[config.mk]
export PLATFORM = sky130hd
export DESIGN_NAME = osf_frame_fault
export DESIGN_NICKNAME = d
export VERILOG_FILES = /design/src/core/osf_pkg.sv /design/src/core/osf_frame_fault.sv /design/src/core/osf_slot_cmp.sv
export SDC_FILE = /design/constraint.sdc
export NUM_CORES = 1
export LEC_CHECK = 0
export ABC_AREA = 1
export BUFFER_PORTS_ARGS = -buffer_cell sky130_fd_sc_hd__buf_2
export CAP_MARGIN = 40
export CORE_ASPECT_RATIO = 1.75
export CORE_MARGIN = 5
export CORE_UTILIZATION = 39
export CTS_CLUSTER_SIZE = 24
export DETAILED_ROUTE_END_ITERATION = 10
export MAX_ROUTING_LAYER = met4
export PLACE_DENSITY_LB_ADDON = 0.25
export SETUP_SLACK_MARGIN = 0.4
export SYNTH_ARGS = -nofsm -noshare
export SYNTH_HDL_FRONTEND = slang
export SYNTH_SLANG_ARGS = --single-unit
[constraint.sdc]
create_clock -name clock -period 5.11 [get_ports clock]
set_input_delay 0.2555 -clock clock [delete_from_list [all_inputs] [get_ports clock]]
set_output_delay 0.2555 -clock clock [all_outputs]
set_load 0.01 [all_outputs]
[src/core/osf_pkg.sv]
/*
 Package for the sub-rated frame fault check: widths, defaults and the
 rate-scaling constants of the checker; its slot comparator uses only the slot widths.
 Assumes nothing of its surroundings.
*/
package osf_pkg;

  // Instances of overhead and slots per instance at full rate
  localparam int N_MAX = 4;
  localparam int TS_PER_INST = 20;
  localparam int TS_MAX = N_MAX * TS_PER_INST;
  localparam int TS_W = 7;
  localparam int N_W = 3;

  // Rate scaling terms: (10n + 119*M) / (10n + 119*20*n)
  localparam int RATE_OH_MUL = 10;
  localparam int RATE_TS_MUL = 119;
  localparam int TS_RATE_GBPS = 5;
  localparam int RATE_W = 16;

  // Reset values
  localparam logic [TS_W-1:0] EXP_M_RST = 7'h00;
  localparam logic [N_W-1:0] N_RST = 3'h1;

  typedef enum logic [1:0] {
    OSF_IDLE = 2'b00,
    OSF_RUN = 2'b01,
    OSF_AIS = 2'b10
  } osf_state_t;

endpackage

[src/core/osf_frame_fault.sv]
/*
 Sub-rated frame fault check in the line module. The framer side keeps the
 full-rate frame interface; this block only adds the subrate checks and
 the forced alarm signals. Assumes frame strobes come from logic on clock;
 AIS detection is supplied by the payload path as a per-frame flag.
 Slot maps and counts must be valid in the cycle of their frame strobe.
 A received or configured count of zero reads as an unreduced frame.
 The block raises alarm requests only; the AIS pattern itself is made
 downstream, so the framer-facing data path stays untouched.
*/
//
// Summary of operation
// RULE1 - Frame holds n overhead instances plus M slots of 5 Gbit/s.
// RULE2 - Expected M of zero means full 20 times n slots.
// RULE3 - Line rate scales by (10n+119M)/(10n+119*20n) of full rate.
// RULE4 - Source side checks every available slot is carried.
// RULE5 - An available slot not carried forces far-end AIS output.
// RULE6 - Sink side compares received and expected config; mismatch gives AIS.
// RULE7 - Incoming AIS on source side also forces far-end AIS.
// RULE8 - Framer interface unchanged; subrate handling stays in this module.
// RULE9 - Expected M and slot map held as config, checked once per frame.
`timescale 1ns/1ns
module osf_frame_fault #(
  parameter int TS = osf_pkg::TS_MAX
) (
  // Clock and reset
  input wire logic clock,
  input wire logic resetn,
  // Configuration
  input wire logic [osf_pkg::N_W-1:0] cfg_n,
  input wire logic [osf_pkg::TS_W-1:0] cfg_exp_m,
  input wire logic [TS-1:0] cfg_exp_map,
  input wire logic cfg_load,
  // Source direction
  input wire logic tx_frame_start,
  input wire logic [TS-1:0] tx_avail_map,
  input wire logic [TS-1:0] tx_carried_map,
  input wire logic tx_ais_in,
  // Sink direction
  input wire logic rx_frame_start,
  input wire logic [osf_pkg::TS_W-1:0] rx_m,
  input wire logic [TS-1:0] rx_map,
  // Results
  output logic far_ais_req,
  output logic sink_ais_out,
  output logic avail_fault,
  output logic mismatch_fault,
  output logic [osf_pkg::TS_W-1:0] eff_m,
  output logic [osf_pkg::RATE_W-1:0] rate_num,
  output logic [osf_pkg::RATE_W-1:0] rate_den
);

  ////////////////////////////////////////////////////////////////////////
  // Configuration hold

  logic [osf_pkg::N_W-1:0] n_r, n_nxt;
  logic [osf_pkg::TS_W-1:0] m_r, m_nxt;
  logic [TS-1:0] map_r, map_nxt;

  function automatic logic [osf_pkg::TS_W-1:0] full_m(
    input logic [osf_pkg::N_W-1:0] n
  );
    full_m = osf_pkg::TS_W'(n * osf_pkg::TS_PER_INST);
  endfunction

  // Unset M stands for the full slot complement of n instances
  function automatic logic [osf_pkg::TS_W-1:0] eff_count(
    input logic [osf_pkg::TS_W-1:0] m,
    input logic [osf_pkg::N_W-1:0] n
  );
    eff_count = (m == '0) ? full_m(n) : m;
  endfunction

  always_comb begin
    n_nxt = n_r;
    m_nxt = m_r;
    map_nxt = map_r;
    if (cfg_load) begin // see RULE9
      n_nxt = (cfg_n == '0) ? osf_pkg::N_RST : cfg_n;
      m_nxt = cfg_exp_m;
      map_nxt = cfg_exp_map;
    end
  end

  always_ff @(posedge clock) begin
    if (!resetn) begin
      n_r <= osf_pkg::N_RST;
      m_r <= osf_pkg::EXP_M_RST;
      map_r <= '0;
    end else begin
      n_r <= n_nxt;
      m_r <= m_nxt;
      map_r <= map_nxt;
    end
  end

  ////////////////////////////////////////////////////////////////////////
  // Effective slot count and rate ratio

  logic [osf_pkg::TS_W-1:0] eff_m_nxt;
  logic [osf_pkg::RATE_W-1:0] num_nxt, den_nxt;

  always_comb begin
    // Unset M means an unreduced frame, see RULE2
    eff_m_nxt = eff_count(m_r, n_r);
    // Overhead per instance plus M slots, see RULE1
    num_nxt = osf_pkg::RATE_W'(osf_pkg::RATE_OH_MUL * n_r
              + osf_pkg::RATE_TS_MUL * eff_m_nxt); // see RULE3
    den_nxt = osf_pkg::RATE_W'(osf_pkg::RATE_OH_MUL * n_r
              + osf_pkg::RATE_TS_MUL * full_m(n_r)); // see RULE3
  end

  always_ff @(posedge clock) begin
    if (!resetn) begin
      eff_m <= '0;
      rate_num <= '0;
      rate_den <= '0;
    end else begin
      eff_m <= eff_m_nxt;
      rate_num <= num_nxt;
      rate_den <= den_nxt;
    end
  end

  ////////////////////////////////////////////////////////////////////////
  // Slot checks

  logic avail_lost, map_mismatch;
  logic [osf_pkg::TS_W-1:0] rx_eff_m;

  // Received count of zero read like the configured one, see RULE2
  assign rx_eff_m = eff_count(rx_m, n_r);
  // Carried count left open: the source check needs the set, not its size

  osf_slot_cmp #(
    .TS(TS)
  ) u_cmp (
    .avail_map(tx_avail_map),
    .carried_map(tx_carried_map),
    .exp_map(map_r),
    .rx_map(rx_map),
    .avail_lost(avail_lost),
    .map_mismatch(map_mismatch),
    .carried_cnt()
  );

  ////////////////////////////////////////////////////////////////////////
  // Per-frame verdicts; held until the next frame of the same direction

  logic avail_nxt, mism_nxt, tx_ais_r, tx_ais_nxt;

  always_comb begin
    avail_nxt = avail_fault;
    tx_ais_nxt = tx_ais_r;
    mism_nxt = mismatch_fault;
    // All-ones payload hides slots, so slot check is skipped, see RULE7
    if (tx_frame_start) begin
      tx_ais_nxt = tx_ais_in;
      avail_nxt = !tx_ais_in && avail_lost; // see RULE4
    end
    if (rx_frame_start) begin // see RULE9
      mism_nxt = (rx_eff_m != eff_m_nxt) || map_mismatch; // see RULE6
    end
  end

  always_ff @(posedge clock) begin
    if (!resetn) begin
      avail_fault <= 1'b0;
      tx_ais_r <= 1'b0;
      mismatch_fault <= 1'b0;
    end else begin
      avail_fault <= avail_nxt;
      tx_ais_r <= tx_ais_nxt;
      mismatch_fault <= mism_nxt;
    end
  end

  ////////////////////////////////////////////////////////////////////////
  // Alarm state; recovers only at a clean frame boundary

  osf_pkg::osf_state_t st_r, st_nxt;

  always_comb begin
    st_nxt = st_r;
    case (st_r)
      osf_pkg::OSF_IDLE: begin
        if (tx_frame_start || rx_frame_start) begin
          st_nxt = osf_pkg::OSF_RUN;
        end
      end
      osf_pkg::OSF_RUN: begin
        if (avail_fault || tx_ais_r || mismatch_fault) begin
          st_nxt = osf_pkg::OSF_AIS;
        end
      end
      osf_pkg::OSF_AIS: begin
        // Next flags, so recovery does not lag a clean frame
        if (!(avail_nxt || tx_ais_nxt || mism_nxt)) begin
          st_nxt = osf_pkg::OSF_RUN;
        end
      end
      default: st_nxt = osf_pkg::OSF_IDLE;
    endcase
  end

  always_ff @(posedge clock) begin
    if (!resetn) begin
      st_r <= osf_pkg::OSF_IDLE;
    end else begin
      st_r <= st_nxt;
    end
  end

  ////////////////////////////////////////////////////////////////////////
  // Alarm outputs

  // Flags cannot rise before the first frame; the gate states it plainly
  logic alarm_armed;

  assign alarm_armed = (st_r != osf_pkg::OSF_IDLE);
  // Only alarm flags, eff_m and the rate terms leave; framer-facing data is untouched, see RULE8
  assign far_ais_req = alarm_armed && (avail_fault || tx_ais_r); // see RULE5
  assign sink_ais_out = alarm_armed && mismatch_fault; // see RULE6

endmodule

[src/core/osf_slot_cmp.sv]
/*
 Slot comparator: checks that every slot flagged available is carried,
 counts carried slots and compares the received map with the expected set.
 Assumes all inputs are already on the checker's clock.
*/
`timescale 1ns/1ns
module osf_slot_cmp #(
  parameter int TS = osf_pkg::TS_MAX
) (
  // Slot maps
  input wire logic [TS-1:0] avail_map,
  input wire logic [TS-1:0] carried_map,
  input wire logic [TS-1:0] exp_map,
  input wire logic [TS-1:0] rx_map,
  // Results
  output logic avail_lost,
  output logic map_mismatch,
  output logic [osf_pkg::TS_W-1:0] carried_cnt
);

  always_comb begin
    carried_cnt = '0;
    for (int i = 0; i < TS; i++) begin
      carried_cnt = carried_cnt + osf_pkg::TS_W'(carried_map[i]);
    end
  end

  // Any slot marked available but not carried, see RULE4
  assign avail_lost = |(avail_map & ~carried_map);
  assign map_mismatch = (exp_map != rx_map);

endmodule

==> flow_summary.yaml <==
status:
  status: "finished, final reports clean"
worst_setup_path:
  max_stage_delay_ns: 0.56
  r2r_end: "rate_num[11]"
  critPathArrivalTime_ns: 4.92
  reg2reg_from: "n_r[0]"
  crit_path_max_fanout: 4
  crit_buf_inv: 4
  path_cells: "ha_4, ha_4, ha_4, nand3_2, nand2_2, fa_2, fa_1, fa_1, inv_2, fa_1, inv_2, ha_4, a21oi_4, inv_2, a31oi_4, o21ai_2, nand2_1, inv_1, nor2_1, o21bai_1, o21ai_1, a21oi_1"
  critPathKind: "reg -> reg"
  r2r_cells: 22
  slowest_stage: "fa_1"
  required_ns: 5.43
  cp.depth: 22
  reg2reg_slack_ns: 0.51
  path_delay_family: "adder cells"
  path_common_cell: "ha_4"
  start_kind: "register"
  cp-end-kind: "register"
pwr:
  finalPower_mw: 4.34
  power.leakage_nw: 7.08
  power_frac_comb_pct: 41.5
  power.switching_mw: 1.56
  seq_power_share_pct: 27.4
  p_int_mw: 2.78
  switching_share_pct: 36.0
  cellPowerDensity_mw_per_mm2: 346
  power.share.clock_pct: 31.2
  ir_worst_vdd_v: 0.000402
logic_synthesis:
  synth_cell_types: 41
  ys_warn_count: 0
  yosysSeqAreaShare_pct: 27.6
  postSynth.asyncResetShare_pct: 0
  synth-seq-cells: 130
  syn_inst: 1456
  synth_area_per_cell_um2: 6.48
  synth_edf_count: 0
  ys.flop_type: "dfxtp_1"
  mappedNetlistArea_mm2: 0.00943
timing:
  clock_skew_ns: 0.00862
  period_needed_ns: 4.60
  tightestPinTransition_ns: 0.762
  relSlewSlack_pct: 49.2
  rsz0062_at_grt: "yes"
  finalSetupTns_ns: 0
  setup_viol: 0
  drv_slew: 0
  post-route-period-util_pct: 90.1
  hold_viol: 0
  max_freq_mhz: 217
clocking:
  htreeDepth: 4
  clk_latency_ns: 0.43
  clockBufferDepth: 2
  cts_buffers: 17
  cts-root-buf: "clkbuf_16"
  path_clk_slew_ns: 0.06
  hold_buffers: 0
  numClockSinks: 130
  cts_tree: "yes"
route:
  antenna_left: 0
  drt-initial-drc-count: 504
  firstDrtPassIters: 5
  drt-vias-per-instance: 4.64
  vias: 10000
  post_drt_wl_per_cell_um: 15.2
  route.detailed.drc: 0
  wirelength_um: 32800
global_routing:
  grt_pass1_wl_um: 50500
  grt_start_max_net_pins: 78
  grt_pass1_vias: 10000
  grt_usage_pct: 24.1
  antenna_found_initial: 5
  grt_overflow: 0
placement:
  post-dp-hpwl_um: 26800
  gp_congestion: 0.948
  numPortBuffers: 382
floorplan:
  rows: 75
  core-area_mm2: 0.0239
  io_pins: 386
  die_area_mm2: 0.0275
  initial_core_util_pct: 39.4
  die_y_um: 216
  die-width_um: 128
worst_hold_path:
  hold_start: "cfg_exp_map[60]"
  worstHoldPathType: "in -> reg"
  min_to: "map_r[60]"
  min_path_cells: 3
layout:
  fillers: 2518
  drive_gt1_share_pct: 26.3
  multiInputGateArea_mm2: 0.00562
  regArea_mm2: 0.00261
  fin_nets: 2283
  area_growth_pct: 32.8
job:
  cap_violations: 0
stage by stage:
| stage | utilization [%] | instance area, um^2 | hold WS [ns] | setup slack, ns | instances |
|---|---|---|---|---|---|
| 5_1_grt | 52.4 | 12500 | 0.0370 | 0.323 | 2163 |
| 4_1_cts | 51.8 | 12400 | 0.0279 | 0.422 | 2154 |
| 6_report | 52.4 | 12500 | 0.0452 | 0.505 | 2163 |
| 3_3_place_gp | 48.9 | 11700 | 0.457 | 0.242 | 2119 |
| 2_1_floorplan | - | 9490 | 0.389 | 0.412 | 1458 |
| 3_5_place_dp | 49.0 | 11700 | 0.461 | 0.176 | 2120 |
worst min-delay path, delay by kind of cell:
kind | cells | cell delay, ns
buffers and inverters | 1 | 0.07
AND/OR/NAND/NOR | 2 | 0.11
kinds of logic (layout without fill, tap and decap cells):
group | count (synthesis) | count (layout) | synth area share (%)
DFF | 130 | 130 | 27.6
AOI/OAI and AO/OA | 273 | 273 | 15.4
xor gates and xnor gates | 24 | 24 | 2.31
other | 1 | 8 | 0.0398
buffers and inverters | 347 | 739 | 14.2
and+or+nand+nor | 579 | 579 | 24.4
adders and majority gates | 102 | 102 | 16.1
timing repair:
action	in CTS	in global routing
resized for setup	5	22
endpoints found under the setup margin	2	6
setup buffers	3	4
pin swaps	9	15
synthesized netlist by cell type (3+ instances only):
| cell | instances | area share, % |
|---|---|---|
| nand2_1 | 346 | 14 |
| inv_1 | 303 | 12 |
| nor2_1 | 181 | 7.2 |
| o21ai_0 | 154 | 8.2 |
| dfxtp_1 | 130 | 28 |
| a21oi_1 | 94 | 5.0 |
| ha_1 | 70 | 9.3 |
| clkbuf_1 | 32 | 1.3 |
| fa_1 | 32 | 6.8 |
| nand3_1 | 20 | 1.1 |
| xnor2_1 | 16 | 1.5 |
| nand4_1 | 8 | 0.53 |
| xor2_1 | 7 | 0.65 |
| nand2_2 | 6 | 0.40 |
| a31oi_1 | 5 | 0.33 |
| nor2_2 | 5 | 0.33 |
| buf_4 | 4 | 0.32 |
| a21o_1 | 3 | 0.24 |
| buf_1 | 3 | 0.12 |
| nand3_2 | 3 | 0.32 |
| nor3_1 | 3 | 0.16 |
| o21a_1 | 3 | 0.24 |
| o21ai_1 | 3 | 0.16 |
| or2_2 | 3 | 0.20 |
per-layer routing:
layer	vias to the layer above	wire, um	global-route usage, %	part of all wire [%]
li1	5199	-	-	-
met1	4454	13100	27.6	40
met2	334	16900	42.5	52
met3	49	2020	3.98	6.1
met4	0	687	7.41	2.1
met5	-	0	-	0
power groups by stage:
stage | sequential [mW] | clock (mW) | combinational, mW
after global placement | 1.21 | 0 | 1.63
after global routing | 1.20 | 1.43 | 2.05
after CTS | 1.19 | 1.38 | 1.69
after floorplan | 1.24 | 0 | 1.11
after detailed placement | 1.21 | 0 | 1.65
final | 1.19 | 1.35 | 1.80
area by class of cell:
type / count / area share [%]
well taps: 308 / 3.08
diodes: 5 / 0.0999
multi-input cells: 981 / 44.9
clock inverters: 9 / 1.19
inverters: 304 / 9.17
repair buffers: 404 / 16.8
flip-flops and latches: 130 / 20.8
clock buffers: 22 / 3.96
how the worst max path moves through the flow:
stage          startpoint           end  slack [ns]
2_1_floorplan      n_r[0]  rate_num[11]        0.41
3_3_place_gp       n_r[2]  rate_num[11]        0.24
3_5_place_dp       n_r[2]  rate_num[11]        0.18
4_1_cts            n_r[0]  rate_num[11]        0.42
5_1_grt            n_r[0]  rate_num[11]        0.32
6_report           n_r[0]  rate_num[11]        0.51
placed cells by master, fill, tap and decap left out, types with 31 or more instances in the layout:
cell / instances
inv_1: 298
nand2_1: 344
ha_1: 62
buf_2: 382
a21oi_1: 91
dfxtp_1: 128
nor2_1: 180
o21ai_0: 149
fa_1: 31
flip-flops by register name (all words and copies together), names as in the netlist:
register        cells
map_r              80
n_r                 3
m_r                 7
rate_num           14
tx_ais_r            1
avail_fault         1
mismatch_fault      1
eff_m               7
st_r                2
rate_den           14
No activity file was read; power rests on OpenSTA's default activity.
